--- src/pkg/scdac_regs.svh ---
// register map, field positions, fixed bit patterns and codes of the dac control block
// assumes it is included by bare name from the package and the rtl files
//
// Contract
// - sign-magnitude input byte is 00smmmmm, s=1 negative
// - unsigned code: 0 lowest, 62 highest output
// - signed input read as native signed byte
// - unsigned code above 62 treated as signed
// - stalled write holds cpu, applies at phase1
// - inactive column clock keeps cpu gated longer
// - no interrupt recognized while cpu stalled
// - immediate write applies at once, may glitch
// - shutdown sets power off, outputs undriven
// - value register: bit7 one, bit6 zero, code
// - value code resets to mid-scale, analog ground
// - second register reads 0x40 only
// - third register bit7 bus drive, bit5 one
// - fourth register power field, bits5,4 one
// - sync register bit0 arms the stall
// - phase clocks are column clock divided four
// - armed stall catches value write, freezes cpu
// - power codes: off, low, medium, full
`ifndef SCDAC_REGS_SVH
`define SCDAC_REGS_SVH

// ******************************************
// register indices on the cpu register port
// ******************************************
`define SCDAC_IDX_VALUE      3'h0
`define SCDAC_IDX_FIXED1     3'h1
`define SCDAC_IDX_BUSDRV     3'h2
`define SCDAC_IDX_POWER      3'h3
`define SCDAC_IDX_SYNC       3'h4

// ******************************************
// fixed bit patterns and field positions
// ******************************************
`define SCDAC_VALUE_FIXED    8'h80
`define SCDAC_FIXED1_VAL     8'h40
`define SCDAC_BUSDRV_FIXED   8'h20
`define SCDAC_BUSDRV_BIT     7
`define SCDAC_POWER_FIXED    8'h30
`define SCDAC_SYNC_BIT       0
`define SCDAC_SIGN_BIT       5
`define SCDAC_MID_SCALE      6'h00
`define SCDAC_MAG_MAX        8'h1f
`define SCDAC_UCODE_MAX      8'h3e
`define SCDAC_UCODE_MID      8'h1f
`define SCDAC_ZERO8          8'h00

// ******************************************
// phase divider
// ******************************************
`define SCDAC_PH1_SLOT       2'h0
`define SCDAC_PH2_SLOT       2'h2
`define SCDAC_SLOT_STEP      2'h1

`endif

--- src/pkg/scdac_pkg.sv ---
// types shared by the dac control rtl
// assumes the register header sits beside it on the include path
package scdac_pkg;
	`include "scdac_regs.svh"

	// power field codes
	typedef enum logic [1:0] {
		SCDAC_PWR_OFF  = 2'h0,
		SCDAC_PWR_LOW  = 2'h1,
		SCDAC_PWR_MED  = 2'h2,
		SCDAC_PWR_FULL = 2'h3
	} scdac_power_t;

	// input data formats of the driver port
	typedef enum logic [1:0] {
		SCDAC_FMT_UNSIGNED = 2'h0,  // unsigned_code_format
		SCDAC_FMT_SIGNED   = 2'h1,  // signed_native_format
		SCDAC_FMT_SIGNMAG  = 2'h2   // sign_mag_format
	} scdac_fmt_t;

	// write stall states, one-hot
	typedef enum logic [1:0] {
		SCDAC_ST_IDLE  = 2'b01,
		SCDAC_ST_STALL = 2'b10
	} scdac_state_t;
endpackage

--- src/rtl/scdac_phase_gen.sv ---
// phase generator: column clock pin divided by four into two phase levels
// assumes col_clk is asynchronous to clock and much slower than it
`timescale 1ns/100ps
`include "scdac_regs.svh"
module scdac_phase_gen
	import scdac_pkg::*;
(
	input  wire logic clock,       // system clock
	input  wire logic rst_sync_n,  // synchronised reset
	input  wire logic col_clk,     // column clock pin
	output logic      phase1,      // phase 1 level
	output logic      phase2,      // phase 2 level
	output logic      ph1_start    // one-cycle pulse at phase 1 rise
);
	logic       col_s1_r;  // first synchroniser stage
	logic       col_s2_r;  // second synchroniser stage
	logic       col_d_r;   // delayed copy for edge detect
	logic [1:0] slot_r;    // column clock count modulo four
	logic       col_rise;  // rising edge of column clock

	// ******************************************
	// synchroniser and edge detect
	// ******************************************
	always_ff @(posedge clock or negedge rst_sync_n) begin
		if (!rst_sync_n) begin
			col_s1_r <= 1'b0;
			col_s2_r <= 1'b0;
			col_d_r  <= 1'b0;
		end else begin
			col_s1_r <= col_clk;
			col_s2_r <= col_s1_r;
			col_d_r  <= col_s2_r;
		end
	end

	assign col_rise = col_s2_r & ~col_d_r;

	// divide by four, one update every four column clocks
	always_ff @(posedge clock or negedge rst_sync_n) begin
		if (!rst_sync_n) begin
			slot_r <= `SCDAC_PH2_SLOT;
		end else if (col_rise) begin
			slot_r <= slot_r + `SCDAC_SLOT_STEP;
		end
	end

	assign phase1    = (slot_r == `SCDAC_PH1_SLOT);
	assign phase2    = (slot_r == `SCDAC_PH2_SLOT);
	assign ph1_start = col_rise & (slot_r == (`SCDAC_PH1_SLOT - `SCDAC_SLOT_STEP));
endmodule // scdac_phase_gen

--- src/rtl/scdac_update_ctrl.sv ---
// control of a 6-bit switched-capacitor voltage dac: registers, format
// conversion, immediate and synchronized writes, power and output drive
// assumes the cpu port is on clock and col_clk is a free pin
`timescale 1ns/100ps
`include "scdac_regs.svh"
module scdac_update_ctrl
	import scdac_pkg::*;
(
	input  wire logic       clock,         // 20 mhz system clock
	input  wire logic       rst_n,         // async reset, active low
	input  wire logic       col_clk,       // column clock pin
	input  wire logic [2:0] reg_sel,       // register index
	input  wire logic       reg_wr,        // register write strobe
	input  wire logic       reg_rd,        // register read strobe
	input  wire logic [7:0] reg_wdata,     // register write data
	input  wire logic       drv_wr,        // driver write strobe
	input  wire logic [1:0] drv_fmt,       // driver data format
	input  wire logic [7:0] drv_value,     // driver data byte
	input  wire logic       drv_sync,      // 1 synchronized, 0 immediate
	input  wire logic       shutdown,      // block_shutdown pulse
	output logic [7:0]      reg_rdata,     // read data
	output logic            cpu_stall,     // cpu clock gate request
	output logic            irq_allow,     // interrupts may be taken
	output logic [5:0]      dac_code,      // sign-magnitude code to array
	output logic            dac_drive_en,  // converter output driven
	output logic            bus_drive_en,  // output_bus_drive
	output logic [1:0]      power_level,   // power field to array
	output logic            phase1,        // phase 1 level
	output logic            phase2         // phase 2 level
);
	// ******************************************
	// declarations
	// ******************************************
	logic         rst_s1_r;     // reset release stage one
	logic         rst_sync_n;   // reset release stage two
	logic [5:0]   value_r;      // value field of value register
	logic [5:0]   pend_r;       // value held during a stall
	logic [5:0]   code_r;       // code presented to the array
	logic         busdrv_r;     // bus drive bit
	scdac_power_t power_r;      // power field
	logic         sync_arm_r;   // write stall armed
	logic [7:0]   rdata_r;      // registered read data
	scdac_state_t state_r;      // stall state
	scdac_state_t state_nxt;    // next stall state
	logic         ph1_start;    // phase 1 rising pulse
	logic         val_reg_wr;   // direct write to value register
	logic         any_val_wr;   // any value write
	logic [5:0]   new_val;      // incoming value in sign-magnitude
	logic         want_stall;   // value write that must stall
	logic         take_imm;     // value write applied at once
	logic         release_now;  // stall ends this cycle

	// ******************************************
	// conversion helpers
	// ******************************************
	// signed byte to sign-magnitude with saturating magnitude
	function automatic logic [5:0] sm_of_signed(input logic [7:0] v);
		logic [7:0] mag;
		logic       neg;
		mag = `SCDAC_ZERO8;
		neg = v[7];
		mag = neg ? (`SCDAC_ZERO8 - v) : v;
		if (mag > `SCDAC_MAG_MAX) begin
			mag = `SCDAC_MAG_MAX;
		end
		sm_of_signed = {neg & (mag != `SCDAC_ZERO8), mag[4:0]};
	endfunction

	// driver byte in any format to sign-magnitude
	function automatic logic [5:0] to_sm(input logic [1:0] fmt, input logic [7:0] v);
		logic [7:0] shifted;
		shifted = `SCDAC_ZERO8;
		case (fmt)
			SCDAC_FMT_UNSIGNED: begin
				if (v <= `SCDAC_UCODE_MAX) begin
					shifted = v - `SCDAC_UCODE_MID;
				end else begin
					shifted = v;
				end
				to_sm = sm_of_signed(shifted);
			end
			SCDAC_FMT_SIGNED: begin
				to_sm = sm_of_signed(v);
			end
			SCDAC_FMT_SIGNMAG: begin
				to_sm = v[5:0];
			end
			default: begin
				to_sm = `SCDAC_MID_SCALE;
			end
		endcase
	endfunction

	// ******************************************
	// reset release
	// ******************************************
	// two stages so release is clean on clock
	always_ff @(posedge clock or negedge rst_n) begin
		if (!rst_n) begin
			rst_s1_r   <= 1'b0;
			rst_sync_n <= 1'b0;
		end else begin
			rst_s1_r   <= 1'b1;
			rst_sync_n <= rst_s1_r;
		end
	end

	// ******************************************
	// phase clocks
	// ******************************************
	scdac_phase_gen u_phase (
		.clock      (clock),
		.rst_sync_n (rst_sync_n),
		.col_clk    (col_clk),
		.phase1     (phase1),
		.phase2     (phase2),
		.ph1_start  (ph1_start)
	);

	// ******************************************
	// write decode
	// ******************************************
	// writes are ignored while the cpu is frozen
	assign val_reg_wr  = reg_wr & (reg_sel == `SCDAC_IDX_VALUE) & (state_r == SCDAC_ST_IDLE);
	assign any_val_wr  = val_reg_wr | (drv_wr & (state_r == SCDAC_ST_IDLE));
	assign new_val     = val_reg_wr ? reg_wdata[5:0] : to_sm(drv_fmt, drv_value);
	assign want_stall  = sync_arm_r & (val_reg_wr | (drv_wr & drv_sync & ~val_reg_wr));
	assign take_imm    = any_val_wr & ~want_stall & (state_r == SCDAC_ST_IDLE);
	assign release_now = (state_r == SCDAC_ST_STALL) & ph1_start;

	// ******************************************
	// stall state machine
	// ******************************************
	// next state: stall until phase 1 rises
	always_comb begin
		state_nxt = state_r;
		case (state_r)
			SCDAC_ST_IDLE: begin
				if (any_val_wr & want_stall) begin
					state_nxt = SCDAC_ST_STALL;
				end
			end
			SCDAC_ST_STALL: begin
				if (ph1_start) begin
					state_nxt = SCDAC_ST_IDLE;
				end
			end
			default: begin
				state_nxt = SCDAC_ST_IDLE;
			end
		endcase
	end

	// state register
	always_ff @(posedge clock or negedge rst_sync_n) begin
		if (!rst_sync_n) begin
			state_r <= SCDAC_ST_IDLE;
		end else begin
			state_r <= state_nxt;
		end
	end

	// a stopped column clock simply stretches the stall
	assign cpu_stall = (state_r == SCDAC_ST_STALL);
	assign irq_allow = ~cpu_stall;

	// ******************************************
	// value and pending value
	// ******************************************
	// pending value captured at stall entry
	always_ff @(posedge clock or negedge rst_sync_n) begin
		if (!rst_sync_n) begin
			pend_r <= `SCDAC_MID_SCALE;
		end else if (any_val_wr & want_stall) begin
			pend_r <= new_val;
		end
	end

	// value field of the value register
	always_ff @(posedge clock or negedge rst_sync_n) begin
		if (!rst_sync_n) begin
			value_r <= `SCDAC_MID_SCALE;
		end else if (release_now) begin
			value_r <= pend_r;
		end else if (take_imm) begin
			value_r <= new_val;
		end
	end

	// array code refreshed each update, or at once on immediate write
	always_ff @(posedge clock or negedge rst_sync_n) begin
		if (!rst_sync_n) begin
			code_r <= `SCDAC_MID_SCALE;
		end else if (release_now) begin
			code_r <= pend_r;
		end else if (take_imm) begin
			code_r <= new_val;
		end else if (ph1_start) begin
			code_r <= value_r;
		end
	end

	// ******************************************
	// configuration registers
	// ******************************************
	// bus drive bit
	always_ff @(posedge clock or negedge rst_sync_n) begin
		if (!rst_sync_n) begin
			busdrv_r <= 1'b0;
		end else if (reg_wr & ~cpu_stall & (reg_sel == `SCDAC_IDX_BUSDRV)) begin
			busdrv_r <= reg_wdata[`SCDAC_BUSDRV_BIT];
		end
	end

	// power field, shutdown wins over a write
	always_ff @(posedge clock or negedge rst_sync_n) begin
		if (!rst_sync_n) begin
			power_r <= SCDAC_PWR_OFF;
		end else if (shutdown) begin
			power_r <= SCDAC_PWR_OFF;
		end else if (reg_wr & ~cpu_stall & (reg_sel == `SCDAC_IDX_POWER)) begin
			power_r <= scdac_power_t'(reg_wdata[1:0]);
		end
	end

	// stall arm bit
	always_ff @(posedge clock or negedge rst_sync_n) begin
		if (!rst_sync_n) begin
			sync_arm_r <= 1'b0;
		end else if (reg_wr & ~cpu_stall & (reg_sel == `SCDAC_IDX_SYNC)) begin
			sync_arm_r <= reg_wdata[`SCDAC_SYNC_BIT];
		end
	end

	// ******************************************
	// read path
	// ******************************************
	// fixed bits read as their required pattern
	always_ff @(posedge clock or negedge rst_sync_n) begin
		if (!rst_sync_n) begin
			rdata_r <= `SCDAC_ZERO8;
		end else if (reg_rd) begin
			case (reg_sel)
				`SCDAC_IDX_VALUE:  rdata_r <= `SCDAC_VALUE_FIXED | {2'h0, value_r};
				`SCDAC_IDX_FIXED1: rdata_r <= `SCDAC_FIXED1_VAL;
				`SCDAC_IDX_BUSDRV: rdata_r <= `SCDAC_BUSDRV_FIXED | {busdrv_r, 7'h00};
				`SCDAC_IDX_POWER:  rdata_r <= `SCDAC_POWER_FIXED | {6'h00, power_r};
				`SCDAC_IDX_SYNC:   rdata_r <= {7'h00, sync_arm_r};
				default:           rdata_r <= `SCDAC_ZERO8;  // unmapped index
			endcase
		end
	end

	// ******************************************
	// outputs
	// ******************************************
	assign reg_rdata    = rdata_r;
	assign dac_code     = code_r;
	assign power_level  = power_r;
	assign dac_drive_en = (power_r != SCDAC_PWR_OFF);
	assign bus_drive_en = busdrv_r & (power_r != SCDAC_PWR_OFF);
endmodule // scdac_update_ctrl

--- config.mk ---
export PLATFORM = sky130hd
export DESIGN_NAME = scdac_update_ctrl
export DESIGN_NICKNAME = d
export VERILOG_FILES = /design/src/pkg/scdac_pkg.sv /design/src/rtl/scdac_phase_gen.sv /design/src/rtl/scdac_update_ctrl.sv
export VERILOG_INCLUDE_DIRS = /design/src /design/src/pkg
export SDC_FILE = /design/constraint.sdc
export NUM_CORES = 1
export LEC_CHECK = 0
export BUFFER_PORTS_ARGS = -buffer_cell sky130_fd_sc_hd__buf_4
export CORE_MARGIN = 1.5
export CORE_UTILIZATION = 57
export DETAILED_ROUTE_END_ITERATION = 6
export PLACE_DENSITY = 0.81
export SYNTH_ARGS = -nofsm -noshare
export SYNTH_HDL_FRONTEND = slang
export SYNTH_HIERARCHICAL = 1
export SYNTH_SLANG_ARGS = --single-unit
--- constraint.sdc ---
create_clock -name clock -period 1.75 [get_ports clock]
set_clock_uncertainty 0.15 [all_clocks]
set_input_delay 0.4375 -clock clock [delete_from_list [all_inputs] [get_ports clock]]
set_output_delay 0.4375 -clock clock [all_outputs]
set_load 0.05 [all_outputs]
==> results.yml, run 1 <==
outcome:
  stop_error: "[ERROR GRT-0232] Routing congestion too high. Check the congestion heatmap in the GUI."
  status: "did not finish"
  flow.stopped_at: "5_1_grt"
synthesis:
  async_flop_share_pct: 100
  synth-edff-count: 0
  synth_common_cells: "40 x nor2_1, 37 x dfrtp_1, 22 x inv_1"
  yosysWarningCount: 6
  synth_top_family_by_area: "compound AO/OA/AOI/OAI gates"
  yosysTopAreaCellShare_pct: 31.7
  yosys.area_share.simple_pct: 25.6
  synth_top_cell_by_area: "dfrtp_1"
  synthMuxAreaShare_pct: 3.08
  synth_xor_area_share_pct: 2.27
  synth_fa_ha_area_share_pct: 3.00
  syn-num-nets: 377
  ys_seq_area_share_pct: 33.5
  synth_area_um2: 2920
  ys_ff_latch: 39
  synth_area_leaders: "dfrtp_1 32%, nor2_1 5.1%, a21oi_1 3.6%"
  syn_avg_cell_area_um2: 8.57
  synth_cell_type_count: 75
  synth-compound-area-share_pct: 26.0
  synthFlopType: "dfrtp_1"
  synth_cells: 341
  synth.most_common_cell: "nor2_1"
die:
  start_util_pct: 60.6
  rows: 25
  fp.dieW_um: 74.6
  die_y_um: 74.6
  ios: 51
placed_design:
  gp_congestion: 1.03
  dp_hpwl_um: 7390
  portBuffers: 49
cts:
  cts_root_buffer: "clkbuf_8"
  htreeDepth: 2
  cts_sinks: 39
  clockBufferDepth: 2
  cts_buffers: 5
timing:
  worst-endpoint-pin-kind: "sequential cell input"
  worstEndpointGrtRepair: "value_r[5]$_DFFE_PN0P_/D"
grt:
  grt_overflow: 447
  grt.total_usage_pct: 96.5
  grt_max_degree: 32
==> routing by layer <==
metal	track usage [%]	GRT overflow
met1	85.0	2
met2	128	302
met3	68.2	3
met4	118	140
met5	25.0	0
==> logic make-up after synthesis <==
group | count (synthesis)
muxes | 8
adders and majority gates | 7
other | 1
xor gates and xnor gates | 6
AOI/OAI and AO/OA | 109
DFF | 39
buffers and inverters | 41
and+or+nand+nor | 130
==> what timing repair did <==
action / in CTS
gates resized for setup: 53
buffers inserted: 26
hold buffers: 2
endpoints found under the setup margin: 28
hold endpoints to repair: 7
pin swaps: 25
==> per-stage QoR <==
step           util [%]  instance area (um2)  instances  setup slack [ns]  hold WS, ns
2_1_floorplan         -                 3050        341             -1.18     -0.00809
3_3_place_gp       84.5                 4070        525             -1.26      -0.0206
3_5_place_dp       84.5                 4070        525             -1.39     -0.00391
4_1_cts            96.2                 4630        560            -0.969       0.0835
==> inputs of run 2 (changes only) <==
--- a/config.mk
+++ b/config.mk
@@ -8,9 +8,9 @@
 export LEC_CHECK = 0
 export BUFFER_PORTS_ARGS = -buffer_cell sky130_fd_sc_hd__buf_4
 export CORE_MARGIN = 1.5
-export CORE_UTILIZATION = 57
+export CORE_UTILIZATION = 40
 export DETAILED_ROUTE_END_ITERATION = 6
-export PLACE_DENSITY = 0.81
+export PLACE_DENSITY_LB_ADDON = 0.15
 export SYNTH_ARGS = -nofsm -noshare
 export SYNTH_HDL_FRONTEND = slang
 export SYNTH_HIERARCHICAL = 1
==> run 2 against run 1 <==
Net effect:
- synthesized cell count stayed put
- synthesized area is the same
- the flow now finishes, with violations (negative setup slack)
==> results.yml, run 2 <==
synthesis:
  synth.most_common_cell: "nor2_1"
  yosysTopAreaCellShare_pct: 31.7
  synth_area_leaders: "dfrtp_1 32%, nor2_1 5.1%, a21oi_1 3.6%"
  synth_cell_type_count: 75
  syn_avg_cell_area_um2: 8.57
  ys_ff_latch: 39
  syn-num-nets: 377
  synthFlopType: "dfrtp_1"
  async_flop_share_pct: 100
  ys_seq_area_share_pct: 33.5
  synth_common_cells: "40 x nor2_1, 37 x dfrtp_1, 22 x inv_1"
  synth-edff-count: 0
  synth_area_um2: 2920
  synth_top_cell_by_area: "dfrtp_1"
  synth_cells: 341
  yosysWarningCount: 6
critical_path:
  slowest_delay_ns: 0.54
  r2r_slack_ns: -0.48
  timing.rr.end: "value_r[0]"
  reg2regPathDepth: 8
  critPathKind: "in2reg"
  endpoint_kind: "flop"
  critPathTopFamily: "simple AND/OR/NAND/NOR gates"
  cp.required_ns: 1.78
  reg2reg_from: "state_r[0]"
  cp.buffers_inverters: 2
  arrival_ns: 2.73
  path_max_fanout: 10
  worstSetupStartpointType: "input port"
  worst_path_max_delay_cell: "or4_4"
  startpoint: "drv_value[1]"
  cp_cell_sequence: "buf_8, buf_6, ha_4, nor3b_4, nand4_1, a21oi_2, a311o_1, o31ai_4, or4_4, a22o_1"
placed_design:
  dp.cells: 562
  post-place-ws_ns: -1.35
  gp_congestion: 0.885
  dpl-instance-area_um2: 4130
  portBuffers: 49
  dp_hpwl_um: 7090
drt:
  drt-total-wl_um: 10000
  ant_nets: 0
  drc: 0
  routedWlPerCell_um: 16.6
  first_pass_iters: 6
  vias_per_cell: 5.56
  vias: 3353
  drt_iter0_drc: 288
power_and_ir_drop:
  combPwrFrac_pct: 52.2
  peakVddDrop_mv: 1.02
  p_seq_share_pct: 32.3
  clkPwrFrac_pct: 15.5
  p_int_mw: 2.42
  p_sw_mw: 1.59
  p_total_mw: 4.01
  swShare_pct: 39.7
  p_per_area_nw_per_um2: 834
  p_leak_nw: 2.17
grt:
  grt_overflow: 0
  grt.total_usage_pct: 25.7
  grt_antenna_before_repair: 0
  grt_max_degree: 38
  grt_pass1_wl_um: 15500
  grt_pass1_vias: 3248
cts:
  cts_root_buffer: "clkbuf_8"
  cts_tree: "yes"
  clk_latency_ns: 0.29
  clk_pin_slew_ns: 0.07
  htreeDepth: 2
  cts_buffers: 5
  clockBufferDepth: 2
  cts_sinks: 39
cells_and_area:
  layout_common_cells: "153 x buf_4, 40 x nor2_1, 35 x dfrtp_1"
  drive_gt1_share_pct: 49.1
  largest_reg_flops: 8
  final_cell_area_um2: 4810
  finish.net_count: 542
  final_common_cell: "buf_4"
  antenna_cells: 0
  area_growth_syn_to_layout_pct: 64.8
  final_cells: 603
timing:
  grt_setup_unrepaired: "yes"
  setup_ws_ns: -0.952
  hold_ws_ns: 0.110
  period_share_pct: 154
  finalHoldViolations: 0
  finalSetupViolCount: 25
  fin_crit_ns: 2.70
  fmax_mhz: 370
  slew_viol_final: 0
job:
  max_cap_violations: 0
worst_hold_path:
  min_to: "u_phase/col_s1_r"
  min_path_type: "in2reg"
  hold_path_depth: 1
  min_from: "col_clk"
die:
  ios: 51
  fp.dieW_um: 88.5
  start_util_pct: 42.1
  die-area_um2: 7830
  rows: 30
  die_y_um: 88.5
  coreArea_um2: 6940
outcome:
  failed_checks: "negative setup slack"
  status: "finished with violations"
## run 2: logic make-up after synthesis
logic type	after synthesis	synth area share (%)
and+or+nand+nor	130	25.6
AOI/OAI and AO/OA	109	26.0
buffers and inverters	41	6.42
DFF	39	33.5
muxes	8	3.08
adders and majority gates	7	3.00
xor gates and xnor gates	6	2.27
other	1	0.128
## run 2: power groups by stage
stage	clock (mW)	sequential [mW]	combinational, mW
after floorplan	0	1.53	0.842
after global placement	0	1.30	1.69
after detailed placement	0	1.30	1.71
after CTS	0.630	1.29	1.93
after global routing	0.662	1.32	2.25
final	0.621	1.30	2.10
## run 2: worst max-delay path by stage
stage / to / slack, ns / cells past startpoint
6_report: pend_r[4] / -0.95 / 10
4_1_cts: pend_r[4] / -0.91 / 15
3_5_place_dp: dac_code[0] / -1.35 / 11
5_1_grt: pend_r[3] / -1.09 / 14
2_1_floorplan: dac_code[5] / -1.18 / 14
3_3_place_gp: dac_code[0] / -1.25 / 12
## run 2: routing by layer
layer	track usage [%]	wire, um	up-vias
met1	36.3	4550	1592
met3	4.66	680	17
met5	0	0	-
li1	-	-	1600
met4	5.97	168	0
met2	41.1	4600	144
## run 2: repair_timing
item,in CTS,in global routing
gates resized for setup,55,25
pin swaps,33,23
hold buffers,1,0
cloned,0,1
endpoints found under the hold margin,2,0
setup endpoints to repair,28,29
buffers inserted,24,15
## run 2: through the flow
stage          setup TNS (ns)  utilization (%)
2_1_floorplan          -20.34                -
3_3_place_gp           -22.16             59.5
3_5_place_dp           -23.16             59.5
4_1_cts                -15.06             66.9
5_1_grt                -20.14             69.3
6_report               -17.10             69.3
## run 2: layout make-up
class | instances | area (um2)
fill | 553 | 2130
multi-input combinational | 262 | 2070
timing repair buffer | 176 | 1450
sequential | 39 | 981
tap | 96 | 120
inverter | 22 | 104
clock buffer | 7 | 86.3
clock inverter | 1 | 5.00
No activity file was read; power rests on OpenSTA's default activity.
